<file path="src/verilog/spbp_pkg.sv">
// Constants and carriers of the four-port serial block with boot port
// Operation
// Four independent serial ports, each able to run asynchronously.
// Async bit period never shorter than 64 system clocks.
// Async characters carry seven or eight data bits.
// Optional ninth bit per character marks an address byte.
// Only ports 0 and 1 offer clocked mode; ports 2 and 3 async only.
// Clocked mode shifts each bit on a dedicated serial clock line.
// Clocked mode serial clock comes from either end, as configured.
// Own serial clock period at least 160 system clocks (80% of /128).
// Port 0 can cold-boot: receive a program, then release to run.
// Host sets boot select pins to bootstrap code before reset release.
// Boot select pins sampled at boot-up, then readable as inputs.
// External reset input resets the processor core.
// In async mode the boot port clock pin reads as an input.
// Unused boot port gives two inputs and one output to software.
// Status pin is a software-driven general output.
// Async frame: low start, data LSB first, ninth, high stop.
package spbp_pkg;
   localparam int NPORT = 4;
   localparam int NSYNC = 2;
   // Bus map, byte addresses
   localparam logic [7:0] PORT_STRIDE = 8'h10;
   localparam logic [7:0] OFF_CTRL = 8'h00;
   localparam logic [7:0] OFF_DATA = 8'h04;
   localparam logic [7:0] OFF_STAT = 8'h08;
   localparam logic [7:0] OFF_BOOT = 8'h40;
   // Control register fields
   localparam int CTL_EN = 0;
   localparam int CTL_SEVEN = 1;
   localparam int CTL_NINTH = 2;
   localparam int CTL_CLKD = 3;
   localparam int CTL_CLKOUT = 4;
   localparam int CTL_DIV = 16;
   localparam logic [15:0] DIV_RST = 16'h0040;
   localparam logic [31:0] CTRL_RST = {DIV_RST, 16'h0000};
   // Status register fields
   localparam int STA_TXFULL = 0;
   localparam int STA_TXEMPTY = 1;
   localparam int STA_TXBUSY = 2;
   localparam int STA_RXVAL = 3;
   localparam int STA_RXOVR = 4;
   localparam int STA_RXFERR = 5;
   // Boot register fields
   localparam int BT_LATCH = 0;
   localparam int BT_LIVE = 2;
   localparam int BT_ACTIVE = 4;
   localparam int BT_SCLK = 5;
   localparam int BT_RXD = 6;
   localparam int BT_STATUS = 8;
   localparam int BT_GPOUT = 9;
   localparam int BT_DONE = 10;
   localparam logic [1:0] BOOT_EXT = 2'h0;
   localparam logic [2:0] BOOT_SETTLE = 3'h4;
   // Timing limits in system clocks
   localparam int ASYNC_DIV = 64;
   localparam int SYNC_PCT = 80;
   localparam int SYNC_DIV = 128;
   localparam int SYNC_MIN = (SYNC_DIV * 100 + SYNC_PCT - 1) / SYNC_PCT;
   localparam logic [15:0] ASYNC_MIN_CYC = 16'(ASYNC_DIV);
   localparam logic [15:0] SYNC_MIN_CYC = 16'(SYNC_MIN);
   // Port configuration and status carriers
   typedef struct packed {
      logic en;
      logic seven;
      logic ninth;
      logic clocked;
      logic clk_out;
      logic [15:0] div;
   } spbp_cfg_t;
   typedef struct packed {
      logic tx_full;
      logic tx_empty;
      logic tx_busy;
      logic rx_valid;
      logic rx_ovr;
      logic rx_ferr;
   } spbp_stat_t;
   localparam spbp_cfg_t BOOT_CFG = '{1'b1, 1'b0, 1'b0, 1'b0, 1'b0,
                                      DIV_RST};
endpackage

</file>
<file path="src/verilog/spbp_top.sv">
// Serial port channels, transmit FIFO and bus-facing top
`timescale 1ns/100ps

// ****************************************
// Transmit FIFO
// ****************************************
module spbp_fifo #(
   parameter int W = 9,
   parameter int D = 16
) (
   // Clock and reset
   input wire logic clk,
   input wire logic resetn,
   // Fill side
   input wire logic in_valid,
   output logic in_ready,
   input wire logic [W-1:0] in_data,
   // Drain side
   output logic out_valid,
   input wire logic out_ready,
   output logic [W-1:0] out_data
);
   localparam int AW = $clog2(D);
   localparam logic [AW-1:0] LAST = AW'(D - 1);
   typedef struct packed {
      logic [D-1:0][W-1:0] mem;
      logic [AW-1:0] wp;
      logic [AW-1:0] rp;
      logic [AW:0] cnt;
   } spbp_fifo_st_t;
   spbp_fifo_st_t st_ff, nxt_st;
   logic push, pop;

   // Honest full and empty from the fill count
   assign in_ready = st_ff.cnt != (AW + 1)'(D);
   assign out_valid = st_ff.cnt != '0;
   assign out_data = st_ff.mem[st_ff.rp];
   assign push = in_valid & in_ready;
   assign pop = out_valid & out_ready;

   // Pointer and count update
   always_comb begin
      nxt_st = st_ff;
      if (push) begin
         nxt_st.mem[st_ff.wp] = in_data;
         nxt_st.wp = (st_ff.wp == LAST) ? '0 : st_ff.wp + 1'b1;
      end
      if (pop) begin
         nxt_st.rp = (st_ff.rp == LAST) ? '0 : st_ff.rp + 1'b1;
      end
      if (push && !pop) begin
         nxt_st.cnt = st_ff.cnt + 1'b1;
      end else if (pop && !push) begin
         nxt_st.cnt = st_ff.cnt - 1'b1;
      end
   end

   // State register
   always_ff @(posedge clk or negedge resetn) begin
      if (!resetn) begin
         st_ff <= '0;
      end else begin
         st_ff <= nxt_st;
      end
   end
endmodule

// ****************************************
// One serial port channel
// ****************************************
module spbp_chan
   import spbp_pkg::*;
#(
   parameter bit HAS_SYNC = 1'b0,
   parameter int FIFO_D = 16
) (
   // Clock and reset
   input wire logic clk,
   input wire logic resetn,
   // Configuration and idle level of the data output
   input wire spbp_cfg_t cfg,
   input wire logic idle_lvl,
   // Transmit word from the bus
   input wire logic tx_valid,
   output logic tx_ready,
   input wire logic [8:0] tx_data,
   // Received word to the bus
   input wire logic rx_pop,
   output logic [8:0] rx_data,
   output spbp_stat_t stat,
   // Pins
   input wire logic rxd_i,
   input wire logic sclk_i,
   output logic txd_o,
   output logic sclk_o,
   output logic sclk_oe_n,
   // Filtered pin levels
   output logic rx_lvl,
   output logic sc_lvl
);
   typedef struct packed {
      logic [2:0] rxs;
      logic [2:0] scs;
      logic rx_lvl;
      logic sc_lvl;
      logic tx_on;
      logic [15:0] tx_cnt;
      logic [3:0] tx_left;
      logic [10:0] tx_sh;
      logic txd;
      logic sck;
      logic sck_oe_n;
      logic rx_on;
      logic [15:0] rx_cnt;
      logic [3:0] rx_idx;
      logic [8:0] rx_sh;
      logic [8:0] rx_data;
      logic rx_valid;
      logic rx_ovr;
      logic rx_ferr;
   } spbp_chan_st_t;
   localparam spbp_chan_st_t ST_RST = '{rxs: 3'h7, scs: 3'h7,
      rx_lvl: 1'b1, sc_lvl: 1'b1, txd: 1'b1, sck: 1'b1,
      sck_oe_n: 1'b1, default: '0};
   spbp_chan_st_t st_ff, nxt_st;
   logic f_valid, f_pop;
   logic [8:0] f_data;
   logic sync_md, rx_f, sc_f, sc_rise, sc_fall;
   logic [3:0] nd, k;
   logic [15:0] per, half;
   logic [10:0] frame;
   logic [8:0] sh_new;

   spbp_fifo #(.W(9), .D(FIFO_D)) u_txq (
      .clk(clk),
      .resetn(resetn),
      .in_valid(tx_valid),
      .in_ready(tx_ready),
      .in_data(tx_data),
      .out_valid(f_valid),
      .out_ready(f_pop),
      .out_data(f_data)
   );

   // Received word into the holding register
   function automatic spbp_chan_st_t deliver(spbp_chan_st_t s,
      logic [8:0] sh, logic [3:0] n, logic pop, logic sev, logic nin);
      logic [8:0] raw;
      raw = sh >> (4'd9 - n);
      s.rx_data = sev ? {nin & raw[7], 1'b0, raw[6:0]} :
                        {nin & raw[8], raw[7:0]};
      s.rx_ovr = s.rx_ovr | (s.rx_valid & ~pop);
      s.rx_valid = 1'b1;
      return s;
   endfunction

   // Channel behaviour
   always_comb begin
      nxt_st = st_ff;
      f_pop = 1'b0;
      frame = '1;
      // clocked mode only on ports that have it
      sync_md = HAS_SYNC & cfg.clocked;
      // seven or eight data bits
      nd = cfg.seven ? 4'h7 : 4'h8;
      // ninth address bit in async mode
      k = nd + {3'h0, cfg.ninth & ~sync_md};
      // bit period clamped to the rate limit
      if (sync_md) begin
         per = (cfg.div < SYNC_MIN_CYC) ? SYNC_MIN_CYC : cfg.div;
      end else begin
         per = (cfg.div < ASYNC_MIN_CYC) ? ASYNC_MIN_CYC : cfg.div;
      end
      half = per >> 1;
      // Pin filters: a level counts once stages two and three agree
      nxt_st.rxs = {st_ff.rxs[1:0], rxd_i};
      nxt_st.scs = {st_ff.scs[1:0], sclk_i};
      rx_f = (st_ff.rxs[2] == st_ff.rxs[1]) ? st_ff.rxs[1] : st_ff.rx_lvl;
      sc_f = (st_ff.scs[2] == st_ff.scs[1]) ? st_ff.scs[1] : st_ff.sc_lvl;
      nxt_st.rx_lvl = rx_f;
      nxt_st.sc_lvl = sc_f;
      sc_rise = sc_f & ~st_ff.sc_lvl;
      sc_fall = ~sc_f & st_ff.sc_lvl;
      sh_new = {st_ff.rx_lvl, st_ff.rx_sh[8:1]};
      // Reading the data word frees the holding register
      if (rx_pop) begin
         nxt_st.rx_valid = 1'b0;
         nxt_st.rx_ovr = 1'b0;
         nxt_st.rx_ferr = 1'b0;
      end
      // build the frame behind the start bit, stop bit is a one
      for (int i = 0; i < 8; i++) begin
         if (4'(i) < nd) begin
            frame[i] = f_data[i];
         end
      end
      if (cfg.ninth) begin
         frame[nd] = f_data[8];
      end
      if (!cfg.en) begin
         // idle port pin follows the software output level
         nxt_st.txd = idle_lvl;
         nxt_st.tx_on = 1'b0;
         nxt_st.rx_on = 1'b0;
         nxt_st.sck = 1'b1;
         nxt_st.sck_oe_n = 1'b1;
      end else if (!sync_md) begin
         // clock pin stays an input in async mode
         nxt_st.sck = 1'b1;
         nxt_st.sck_oe_n = 1'b1;
         // async transmit, start bit then frame
         if (!st_ff.tx_on) begin
            nxt_st.txd = 1'b1;
            if (f_valid) begin
               f_pop = 1'b1;
               nxt_st.tx_on = 1'b1;
               nxt_st.txd = 1'b0;
               nxt_st.tx_sh = frame;
               nxt_st.tx_left = k + 4'h1;
               nxt_st.tx_cnt = per - 16'h0001;
            end
         end else if (st_ff.tx_cnt != '0) begin
            nxt_st.tx_cnt = st_ff.tx_cnt - 16'h0001;
         end else if (st_ff.tx_left == '0) begin
            nxt_st.tx_on = 1'b0;
         end else begin
            nxt_st.txd = st_ff.tx_sh[0];
            nxt_st.tx_sh = {1'b1, st_ff.tx_sh[10:1]};
            nxt_st.tx_left = st_ff.tx_left - 4'h1;
            nxt_st.tx_cnt = per - 16'h0001;
         end
         // async receive, sample mid-bit, check start and stop
         if (!st_ff.rx_on) begin
            if (st_ff.rx_lvl && !rx_f) begin
               nxt_st.rx_on = 1'b1;
               nxt_st.rx_idx = '0;
               nxt_st.rx_cnt = half - 16'h0001;
            end
         end else if (st_ff.rx_cnt != '0) begin
            nxt_st.rx_cnt = st_ff.rx_cnt - 16'h0001;
         end else begin
            nxt_st.rx_cnt = per - 16'h0001;
            nxt_st.rx_idx = st_ff.rx_idx + 4'h1;
            if (st_ff.rx_idx == '0) begin
               nxt_st.rx_on = ~st_ff.rx_lvl;
            end else if (st_ff.rx_idx <= k) begin
               nxt_st.rx_sh = sh_new;
            end else begin
               nxt_st.rx_on = 1'b0;
               nxt_st = deliver(nxt_st, st_ff.rx_sh, k, rx_pop,
                                cfg.seven, cfg.ninth);
               nxt_st.rx_ferr = nxt_st.rx_ferr | ~st_ff.rx_lvl;
            end
         end
      end else if (cfg.clk_out) begin
         // this end drives the serial clock
         nxt_st.rx_on = 1'b0;
         nxt_st.sck_oe_n = 1'b0;
         // data changes on the falling edge, sampled on the rising
         if (!st_ff.tx_on) begin
            nxt_st.sck = 1'b1;
            if (f_valid) begin
               f_pop = 1'b1;
               nxt_st.tx_on = 1'b1;
               nxt_st.sck = 1'b0;
               nxt_st.txd = f_data[0];
               nxt_st.tx_sh = {3'h7, f_data[8:1]};
               nxt_st.tx_left = nd;
               nxt_st.tx_cnt = half - 16'h0001;
            end
         end else if (st_ff.tx_cnt != '0) begin
            nxt_st.tx_cnt = st_ff.tx_cnt - 16'h0001;
         end else begin
            nxt_st.tx_cnt = half - 16'h0001;
            if (!st_ff.sck) begin
               nxt_st.sck = 1'b1;
               nxt_st.rx_sh = sh_new;
               nxt_st.tx_left = st_ff.tx_left - 4'h1;
            end else if (st_ff.tx_left == '0) begin
               nxt_st.tx_on = 1'b0;
               nxt_st = deliver(nxt_st, st_ff.rx_sh, nd, rx_pop,
                                cfg.seven, 1'b0);
            end else begin
               nxt_st.sck = 1'b0;
               nxt_st.txd = st_ff.tx_sh[0];
               nxt_st.tx_sh = {1'b1, st_ff.tx_sh[10:1]};
            end
         end
      end else begin
         // the far end drives the serial clock
         nxt_st.rx_on = 1'b0;
         nxt_st.sck = 1'b1;
         nxt_st.sck_oe_n = 1'b1;
         // shift out on a falling edge, take in on a rising one
         if (sc_fall) begin
            if (!st_ff.tx_on) begin
               f_pop = f_valid;
               nxt_st.tx_on = 1'b1;
               nxt_st.tx_left = nd;
               nxt_st.txd = f_valid ? f_data[0] : 1'b1;
               nxt_st.tx_sh = f_valid ? {3'h7, f_data[8:1]} : '1;
            end else begin
               nxt_st.txd = st_ff.tx_sh[0];
               nxt_st.tx_sh = {1'b1, st_ff.tx_sh[10:1]};
            end
         end else if (sc_rise && st_ff.tx_on) begin
            nxt_st.rx_sh = sh_new;
            nxt_st.tx_left = st_ff.tx_left - 4'h1;
            if (st_ff.tx_left == 4'h1) begin
               nxt_st.tx_on = 1'b0;
               nxt_st = deliver(nxt_st, sh_new, nd, rx_pop,
                                cfg.seven, 1'b0);
            end
         end
      end
   end

   // State register
   always_ff @(posedge clk or negedge resetn) begin
      if (!resetn) begin
         st_ff <= ST_RST;
      end else begin
         st_ff <= nxt_st;
      end
   end

   // Outputs straight from the state
   assign txd_o = st_ff.txd;
   assign sclk_o = st_ff.sck;
   assign sclk_oe_n = st_ff.sck_oe_n;
   assign rx_lvl = st_ff.rx_lvl;
   assign sc_lvl = st_ff.sc_lvl;
   assign rx_data = st_ff.rx_data;
   assign stat = '{~tx_ready, ~f_valid, st_ff.tx_on, st_ff.rx_valid,
                   st_ff.rx_ovr, st_ff.rx_ferr};
endmodule

// ****************************************
// Top: Wishbone slave, ports, boot logic
// ****************************************
module spbp_top
   import spbp_pkg::*;
#(
   parameter int FIFO_D = 16
) (
   // Clock and reset
   input wire logic clk,
   input wire logic resetn,
   // Wishbone classic slave
   input wire logic wb_cyc_i,
   input wire logic wb_stb_i,
   input wire logic wb_we_i,
   input wire logic [7:0] wb_adr_i,
   input wire logic [3:0] wb_sel_i,
   input wire logic [31:0] wb_dat_i,
   output logic [31:0] wb_dat_o,
   output logic wb_ack_o,
   // Serial pins
   input wire logic [NPORT-1:0] rxd_i,
   output logic [NPORT-1:0] txd_o,
   input wire logic [NSYNC-1:0] sclk_i,
   output logic [NSYNC-1:0] sclk_o,
   output logic [NSYNC-1:0] sclk_oe_n,
   // Boot port pins
   input wire logic boot_select_pin_0,
   input wire logic boot_select_pin_1,
   input wire logic external_reset_input_n,
   output logic core_reset_n,
   output logic status_o,
   output logic boot_active_o
);
   typedef struct packed {
      logic ack;
      logic [31:0] dat;
      logic [NPORT-1:0][31:0] ctrl;
      logic [2:0] b0s;
      logic [2:0] b1s;
      logic [2:0] rss;
      logic [1:0] bsel;
      logic rst_lvl;
      logic [1:0] boot_lat;
      logic [2:0] settle;
      logic armed;
      logic boot_active;
      logic status;
      logic gp_out;
   } spbp_top_st_t;
   localparam spbp_top_st_t ST_RST = '{ctrl: {NPORT{CTRL_RST}},
      rss: 3'h7, rst_lvl: 1'b1, armed: 1'b1, gp_out: 1'b1, default: '0};
   spbp_top_st_t st_ff, nxt_st;
   spbp_cfg_t [NPORT-1:0] cfg;
   spbp_stat_t [NPORT-1:0] stat;
   logic [NPORT-1:0][8:0] rxw;
   logic [NPORT-1:0] tx_push, tx_rdy, rx_pop, rlv, slv, txw, sco, soe;
   logic [NPORT-1:0] scin;
   logic req, hit;
   logic [1:0] pi;
   logic [7:0] off;
   logic [31:0] wmask;

   // Port configuration from control words, boot overrides port 0
   always_comb begin
      for (int i = 0; i < NPORT; i++) begin
         cfg[i] = '{st_ff.ctrl[i][CTL_EN], st_ff.ctrl[i][CTL_SEVEN],
                    st_ff.ctrl[i][CTL_NINTH], st_ff.ctrl[i][CTL_CLKD],
                    st_ff.ctrl[i][CTL_CLKOUT],
                    st_ff.ctrl[i][CTL_DIV+:16]};
      end
      // bootstrap forces port 0 into async download mode
      if (st_ff.boot_active) begin
         cfg[0] = BOOT_CFG;
      end
   end

   // Channels; ports without clocked mode see an idle clock
   assign scin = {{(NPORT - NSYNC){1'b1}}, sclk_i};
   for (genvar g = 0; g < NPORT; g++) begin : g_port
      spbp_chan #(.HAS_SYNC(g < NSYNC), .FIFO_D(FIFO_D)) u_chan (
         .clk(clk),
         .resetn(resetn),
         .cfg(cfg[g]),
         .idle_lvl(g == 0 ? st_ff.gp_out : 1'b1),
         .tx_valid(tx_push[g]),
         .tx_ready(tx_rdy[g]),
         .tx_data(wb_dat_i[8:0]),
         .rx_pop(rx_pop[g]),
         .rx_data(rxw[g]),
         .stat(stat[g]),
         .rxd_i(rxd_i[g]),
         .sclk_i(scin[g]),
         .txd_o(txw[g]),
         .sclk_o(sco[g]),
         .sclk_oe_n(soe[g]),
         .rx_lvl(rlv[g]),
         .sc_lvl(slv[g])
      );
   end

   // Bus decode, answer and register effects
   always_comb begin
      nxt_st = st_ff;
      req = wb_cyc_i & wb_stb_i & ~st_ff.ack;
      hit = wb_adr_i < OFF_BOOT;
      pi = wb_adr_i[5:4];
      off = wb_adr_i & (PORT_STRIDE - 8'h01);
      wmask = {{8{wb_sel_i[3]}}, {8{wb_sel_i[2]}},
               {8{wb_sel_i[1]}}, {8{wb_sel_i[0]}}};
      tx_push = '0;
      rx_pop = '0;
      // A data write waits for room in the FIFO before it is answered
      if (req && hit && off == OFF_DATA && wb_we_i) begin
         tx_push[pi] = 1'b1;
      end
      nxt_st.ack = req & ~(tx_push[pi] & ~tx_rdy[pi]);
      nxt_st.dat = '0;
      if (req && nxt_st.ack) begin
         if (hit && off == OFF_CTRL) begin
            if (wb_we_i) begin
               nxt_st.ctrl[pi] = (st_ff.ctrl[pi] & ~wmask) |
                                 (wb_dat_i & wmask);
               // clocked bits do not exist on ports 2 and 3
               if (pi >= 2'(NSYNC)) begin
                  nxt_st.ctrl[pi][CTL_CLKD] = 1'b0;
                  nxt_st.ctrl[pi][CTL_CLKOUT] = 1'b0;
               end
            end
            nxt_st.dat = st_ff.ctrl[pi];
         end else if (hit && off == OFF_DATA && !wb_we_i) begin
            rx_pop[pi] = 1'b1;
            nxt_st.dat = {23'h000000, rxw[pi]};
         end else if (hit && off == OFF_STAT) begin
            nxt_st.dat[STA_TXFULL] = stat[pi].tx_full;
            nxt_st.dat[STA_TXEMPTY] = stat[pi].tx_empty;
            nxt_st.dat[STA_TXBUSY] = stat[pi].tx_busy;
            nxt_st.dat[STA_RXVAL] = stat[pi].rx_valid;
            nxt_st.dat[STA_RXOVR] = stat[pi].rx_ovr;
            nxt_st.dat[STA_RXFERR] = stat[pi].rx_ferr;
         end else if (wb_adr_i == OFF_BOOT) begin
            if (wb_we_i && wb_sel_i[1]) begin
               // status pin under software control
               nxt_st.status = wb_dat_i[BT_STATUS];
               // general output on the idle boot port data pin
               nxt_st.gp_out = wb_dat_i[BT_GPOUT];
               // releasing boot lets the loaded program run
               if (wb_dat_i[BT_DONE]) begin
                  nxt_st.boot_active = 1'b0;
               end
            end
            // latched and live pins readable as inputs
            nxt_st.dat[BT_LATCH+:2] = st_ff.boot_lat;
            nxt_st.dat[BT_LIVE+:2] = st_ff.bsel;
            nxt_st.dat[BT_ACTIVE] = st_ff.boot_active;
            nxt_st.dat[BT_SCLK] = slv[0];
            nxt_st.dat[BT_RXD] = rlv[0];
            nxt_st.dat[BT_STATUS] = st_ff.status;
            nxt_st.dat[BT_GPOUT] = st_ff.gp_out;
         end
      end
      // Boot pin filters: stages two and three must agree
      nxt_st.b0s = {st_ff.b0s[1:0], boot_select_pin_0};
      nxt_st.b1s = {st_ff.b1s[1:0], boot_select_pin_1};
      nxt_st.rss = {st_ff.rss[1:0], external_reset_input_n};
      if (st_ff.b0s[2] == st_ff.b0s[1]) begin
         nxt_st.bsel[0] = st_ff.b0s[1];
      end
      if (st_ff.b1s[2] == st_ff.b1s[1]) begin
         nxt_st.bsel[1] = st_ff.b1s[1];
      end
      if (st_ff.rss[2] == st_ff.rss[1]) begin
         nxt_st.rst_lvl = st_ff.rss[1];
      end
      // external reset holds the core and rearms boot sampling
      if (!st_ff.rst_lvl) begin
         nxt_st.armed = 1'b1;
         nxt_st.settle = '0;
         nxt_st.boot_active = 1'b0;
      end else if (st_ff.armed) begin
         // sample boot select once the filters have settled
         if (st_ff.settle == BOOT_SETTLE) begin
            nxt_st.armed = 1'b0;
            nxt_st.boot_lat = st_ff.bsel;
            nxt_st.boot_active = st_ff.bsel == BOOT_EXT;
         end else begin
            nxt_st.settle = st_ff.settle + 3'h1;
         end
      end
   end

   // State register
   always_ff @(posedge clk or negedge resetn) begin
      if (!resetn) begin
         st_ff <= ST_RST;
      end else begin
         st_ff <= nxt_st;
      end
   end

   // Outputs, all from flip-flops
   assign wb_ack_o = st_ff.ack;
   assign wb_dat_o = st_ff.dat;
   assign txd_o = txw;
   assign sclk_o = sco[NSYNC-1:0];
   assign sclk_oe_n = soe[NSYNC-1:0];
   assign core_reset_n = st_ff.rst_lvl;
   assign status_o = st_ff.status;
   assign boot_active_o = st_ff.boot_active;
endmodule

</file>
<file path="config.mk">
export PLATFORM = sky130hd
export DESIGN_NAME = spbp_top
export DESIGN_NICKNAME = d
export VERILOG_FILES = /design/src/verilog/spbp_pkg.sv /design/src/verilog/spbp_top.sv
export SDC_FILE = /design/constraint.sdc
export NUM_CORES = 2
export LEC_CHECK = 0
export BUFFER_PORTS_ARGS = -buffer_cell sky130_fd_sc_hd__buf_2
export CAP_MARGIN = 25
export CORE_MARGIN = 3
export CORE_UTILIZATION = 60
export DETAILED_ROUTE_END_ITERATION = 10
export HOLD_SLACK_MARGIN = 0.02
export PLACE_DENSITY = 0.76
export SYNTH_ARGS = -nofsm -noshare
export SYNTH_HDL_FRONTEND = slang
export SYNTH_SLANG_ARGS = --single-unit
</file>
<file path="constraint.sdc">
create_clock -name clk -period 5.4 [get_ports clk]
set_clock_uncertainty 0.15 [all_clocks]
set_input_delay 0.81 -clock clk [delete_from_list [all_inputs] [get_ports clk]]
set_output_delay 0.81 -clock clk [all_outputs]
set_load 0.02 [all_outputs]
</file>
# --- Word level (Yosys, flattened, before mapping) ---
# Cells that the tools add are included.
totals:
  regBits: 1146
  inputBits: 58
  out_inout_bits: 44
  elab_cells: 937
op_classes:
  add_sub_neg: 55
  order_cmp: 66
  eq_ne: 91
  shift: 8
  n_mux: 362
  bitwise_logic: 80
  reduce_logical: 109
op_table:
  columns: ["op", "n"]
  rows:
  - ["32-bit two-way mux", 21]
  - ["144-bit bitwise mux", 4]
  - ["33-bit two-way mux", 14]
  - ["43-bit two-way mux", 10]
  - ["16-bit two-way mux", 26]
  - ["128-bit two-way mux", 3]
  - ["21-bit two-way mux", 17]
  - ["85-bit two-way mux", 4]
  - ["77-bit two-way mux", 4]
  - ["44-bit two-way mux", 6]
  - ["128-bit AND", 2]
  - ["64-bit two-way mux", 4]
  - ["128-bit inverter", 2]
  - ["32-bit demux with 2-bit select", 3]
  - ["16-bit by 1-bit subtractor with 16-bit output (second input constant)", 12]
  - ["9-bit two-way mux", 21]
  - ["41-bit two-way mux", 4]
  - ["160-bit two-way mux", 1]
  - ["25-bit two-way mux", 6]
  - ["9-bit binary-select mux with 4-bit select", 4]
  - ["9-bit demux with 4-bit select", 4]
  - ["12-bit two-way mux", 12]
  - ["34-bit two-way mux", 4]
  - ["128-bit bitwise mux", 1]
  - ["79 further kinds", 582]

# --- Logic depth before layout (Yosys ltp) ---
logic_depth:
  depth_word: 23
  ltp_mapped: 18
  ltp_nobuf: 13

# --- Modules after synthesis ---
# A second synthesis with hierarchy kept.
hier_totals:
  cells_unflattened: 5838
  area_unflattened_um2: 64120.2
by_module_without_submodules:
  columns: ["module", "n_inst", "cells_each", "area_per_inst_um2"]
  rows:
  - ["spbp_fifo (g_port[0].u_chan.u_txq ...)", 3, 509, 7504.7]
  - ["spbp_chan (g_port[0].u_chan ...)", 2, 884, 7173.1]
  - ["spbp_top", 1, 789, 8768.4]
  - ["spbp_fifo (g_port[3].u_chan.u_txq)", 1, 515, 7642.3]
  - ["spbp_chan (g_port[2].u_chan)", 1, 614, 5490.3]
  - ["spbp_chan (g_port[3].u_chan)", 1, 625, 5358.9]

# --- Least setup slack after synthesis ---
# Ideal clock, no wire load.
synth_timing:
  path_type: "register to register"
  from: "register st_ff (netlist bit boot_active_o)"
  to: "register g_port[0].u_chan.st_ff (netlist bit g_port[0].u_chan.sh_new[0])"
  arrival_ps: 4329
  path_slack_ps: 796
  path_stages_with_launch: 19
  n_path_buf: 5
  cell_sequence: "dfrtp_1 clkbuf_1 clkbuf_1 buf_1 nor2_1 and2_1 inv_1 ha_1 clkbuf_1 clkinv_1 ha_1 nor2b_1 o21a_1 o21a_1 o211ai_1 nand3_1 or2_1 buf_2 mux2_2"
synth_between:
  elab_chain_cells: 7
  word_cells_on_any_way: 18
synth_lines:
  columns: ["item", "line_no", "source"]
  rows:
  - ["from (decl)", "spbp_top.sv:390", "spbp_top_st_t st_ff, nxt_st;"]
  - ["from (signal assigned)", "spbp_top.sv:534", "st_ff <= nxt_st;"]
  - ["21-bit two-way mux *", "spbp_top.sv:410", "if (st_ff.boot_active) begin"]
  - ["1-bit inverter (no line)", null, null]
  - ["1-bit AND", "spbp_top.sv:167", "k = nd + {3'h0, cfg.ninth & ~sync_md};"]
  - ["4-bit by 1-bit adder with 4-bit output", "spbp_top.sv:167", null]
  - ["4-bit less-or-equal comparator", "spbp_top.sv:246", "end else if (st_ff.rx_idx <= k) begin"]
  - ["2-bit nonzero test (no line)", null, null]
  - ["10-bit AND reduction (no line)", null, null]
  - ["to (signal assigned)", "spbp_top.sv:323", "st_ff <= nxt_st;"]
  - ["to (decl)", "spbp_top.sv:125", "spbp_chan_st_t st_ff, nxt_st;"]
# Every way passes the cells marked *; elsewhere a longest branch is shown, timed or not.
# A chain may end at the register's enable or synchronous reset.

# --- Final worst setup path ---
layout_timing:
  from: "register st_ff (netlist bit boot_active_o)"
  to: "register g_port[0].u_chan.st_ff (netlist bit g_port[0].u_chan.sh_new[2])"
# The elaborated chain is that of the path after synthesis.

==> flow_summary.yaml <==
sta:
  fin_tns_setup_ns: 0
  tightest_slew_ns: 1.186
  setup_violations: 0
  report.final.slew_viol_count: 0
  fin_crit_ns: 4.723
  fmax_ghz: 0.2117
  hold_viol_final: 0
  post-route-period-util_pct: 87.46
  rsz0062_at_grt: "false"
  setup_ws_ns: 0.6772
  hold_ws_ns: 0.05689
  relSlewSlack_pct: 20.79
grt:
  grt_max_degree: 133
  antenna_found_initial: 7
  grt_usage_pct: 30.82
  grt_pass1_wl_mm: 253.7
  grt.overflow.total: 0
  grt_pass1_vias: 43690
place:
  dp.final_hpwl_mm: 111.4
  place_congestion: 1.025
  port_buffers: 101
  place_area_um2: 62050
  dp_cells: 6577
  preCtsSetupSlack_ns: 0.7386
logic_synthesis:
  synth_edf_count: 0
  synth_ff_type: "dfrtp_1"
  syn_avg_cell_area_um2: 11.19
  synth_seq_cells: 1138
  syn_inst: 5429
  yosysSeqAreaShare_pct: 46.95
  ys_warn_count: 0
  netlist_area_um2: 60770
  ys_types: 110
  async_flop_share_pct: 100.0
  syn_nets: 5599
worst_hold_path:
  hp-start: "sclk_i[0]"
  whs_endpoint: "g_port[0].u_chan.st_ff[79]"
  hold_path_class: "primary input to register"
  hold_depth: 1
setup_path:
  critPathBufInv: 3
  crit_family: "buffers and inverters"
  startpoint_type: "register"
  cp_data_required_time_ns: 5.85
  path_class: "register to register"
  r2r_cells: 13
  rr_startpoint: "boot_active_o"
  slowest_delay_ns: 0.55
  endpoint_kind: "register"
  slowest_stage: "o211ai_1"
  cp_cell_sequence: "inv_1, nand2_1, inv_1, ha_1, clkinv_1, ha_1, nor2b_1, o21a_1, o21a_1, o211ai_1, nand3_1, or2_1, mux2_2"
  reg2reg_to: "g_port[0].u_chan.sh_new[2]"
  ff2ff_setup_slack_ns: 0.68
  crit_start: "boot_active_o"
  crit_fanout: 16
  cp.arrival_ns: 5.17
finish:
  multi_input_area_um2: 30050
  postLayoutCellArea_um2: 66250
  nets: 5517
  final_common_cell: "dfrtp_1"
  final_cell_mix: "dfrtp_1 (1092), mux2_2 (652), nand2_1 (494)"
  fillers: 7397
  syn2layout_area_growth_pct: 9.022
  fin_cells: 6808
  drive_gt1_share_pct: 25.78
  seqCellArea_um2: 28530
clock_network:
  post_cts_resized: 0
  cts-root-buf: "clkbuf_16"
  cts_made_buffers: 117
  clockBufferDepth: 3
  cts.clk_slew.worst_paths_ns: 0.06
  numClockSinks: 1138
  tritoncts: "done"
  cts_htree_levels: 3
  clk_latency_ns: 0.72
  postCtsSetupRepairBufs: 0
detailed_routing:
  ant_nets: 0
  dr_total_vias: 44840
  wl_per_cell_um: 23.88
  first_pass_iters: 6
  postRouteWirelength_mm: 162.6
  post-route-drc-count: 0
  first_iter_violations: 4551
  avgViaCountPerCell: 6.586
floorplan:
  core_area_um2: 100300
  start_util_pct: 60.59
  io_pins: 102
  fp.dieW_um: 324.3
  num_rows: 116
  die_area_um2: 105100
  dieHeight_um: 324.3
power:
  peakVddDrop_mv: 0.2508
  power.density_nw_per_um2: 298.8
  leakagePower_uw: 0.03071
outcome:
  status: "complete, no violations"
flow_run:
  maxCapViolCount: 0
==> metrics by stage <==
| step | utilization, % | power (µW) |
|---|---|---|
| 6_report | 66.06 | 19800 |
| 5_1_grt | 66.06 | 20540 |
| 4_1_cts | 66.02 | 19900 |
| 3_5_place_dp | 61.87 | 11360 |
| 3_3_place_gp | 61.85 | 11310 |
| 2_1_floorplan | - | 10650 |
==> cell families (layout without fill, tap and decap cells) <==
logic type               after synthesis  after routing  synth area share (%)
flip-flops                          1138           1138                 46.95
multiplexers                         953            953                 21.38
XOR/XNOR                             141            141                 2.032
AND/OR/NAND/NOR                     1415           1415                 11.44
AO/OA/AOI/OAI                       1141           1141                 12.09
buffers and inverters                522            542                 3.642
other                                  0              2                     0
adder cells (fa/ha/maj)              119            119                 2.471
==> cell type report <==
| cell class | instances | area share (%) |
|---|---|---|
| Sequential cell | 1138 | 43.07 |
| Timing Repair Buffer | 207 | 2.142 |
| Multi-Input combinational cell | 3769 | 45.35 |
| Tap cell | 1357 | 2.563 |
| Antenna cell | 2 | 0.007554 |
| Inverter | 114 | 0.6497 |
| Clock inverter | 52 | 0.9839 |
| Clock buffer | 169 | 5.231 |
==> flip-flops by register name (all words and copies together), names as in the netlist, named ones only <==
signal and cells:
boot_active_o 1, wb_dat_o 32, g_port.u_chan.rx_data 36, g_port.u_chan.u_txq.st_ff 628, status_o 1, cfg 59, g_port.u_chan.rx_lvl 4, core_reset_n 1
g_port.u_chan.sh_new 32, g_port.u_chan.sc_lvl 2, g_port.u_chan.sclk_o 2, g_port.u_chan.txd_o 4, g_port.u_chan.sclk_oe_n 2, nxt_st 6, wb_ack_o 1, g_port.u_chan.st_ff 230
g_port.u_chan.stat 16, st_ff 75
==> routing by layer <==
| layer | wire length, µm | part of all wire [%] | up-vias | track usage (%) |
|---|---|---|---|---|
| li1 | - | - | 19860 | - |
| met5 | 27 | 0.017 | - | 0 |
| met1 | 68190 | 42 | 22730 | 43.46 |
| met2 | 74420 | 46 | 1881 | 47.80 |
| met4 | 7168 | 4.4 | 4 | 13.13 |
| met3 | 12760 | 7.9 | 369 | 5.127 |
==> worst max-delay path by stage <==
stage | slack (ns) | endpoint | depth (start not counted)
finish | 0.68 | g_port[0].u_chan.sh_new[2] | 13
global placement | 0.82 | g_port[0].u_chan.sh_new[6] | 13
floorplan | 0.80 | g_port[0].u_chan.sh_new[0] | 18
detailed placement | 0.74 | g_port[0].u_chan.sh_new[5] | 13
CTS | 0.73 | g_port[0].u_chan.sh_new[2] | 13
global route | 0.42 | g_port[0].u_chan.sh_new[3] | 13
==> report_power, final <==
group	total (µW)	switching [µW]	leakage (µW)	internal, µW
sequential	9110	351	0.0155	8760
combinational	2130	1340	0.0132	793
clock	8550	3520	0.00204	5040
total	19800	5210	0.0307	14600
==> cells in the mapped netlist, types with 106 or more instances <==
library cell / count / area, µm²
dfrtp_1: 1096 / 27430
nand3_1: 126 / 630.6
inv_1: 110 / 412.9
nor2_1: 274 / 1028
nor3_1: 106 / 530.5
mux2_2: 652 / 7342
a21oi_1: 219 / 1096
nand2_1: 494 / 1854
o21ai_0: 377 / 1887
ha_1: 108 / 1351
mux4_2: 209 / 4707
clkbuf_1: 291 / 1092
==> timing repair <==
item / CTS / global route
setup endpoints to repair: 0 / 0
hold buffers: 4 / 0
hold endpoints to repair: 4 / 0
Power figures use the tool's default switching activity.
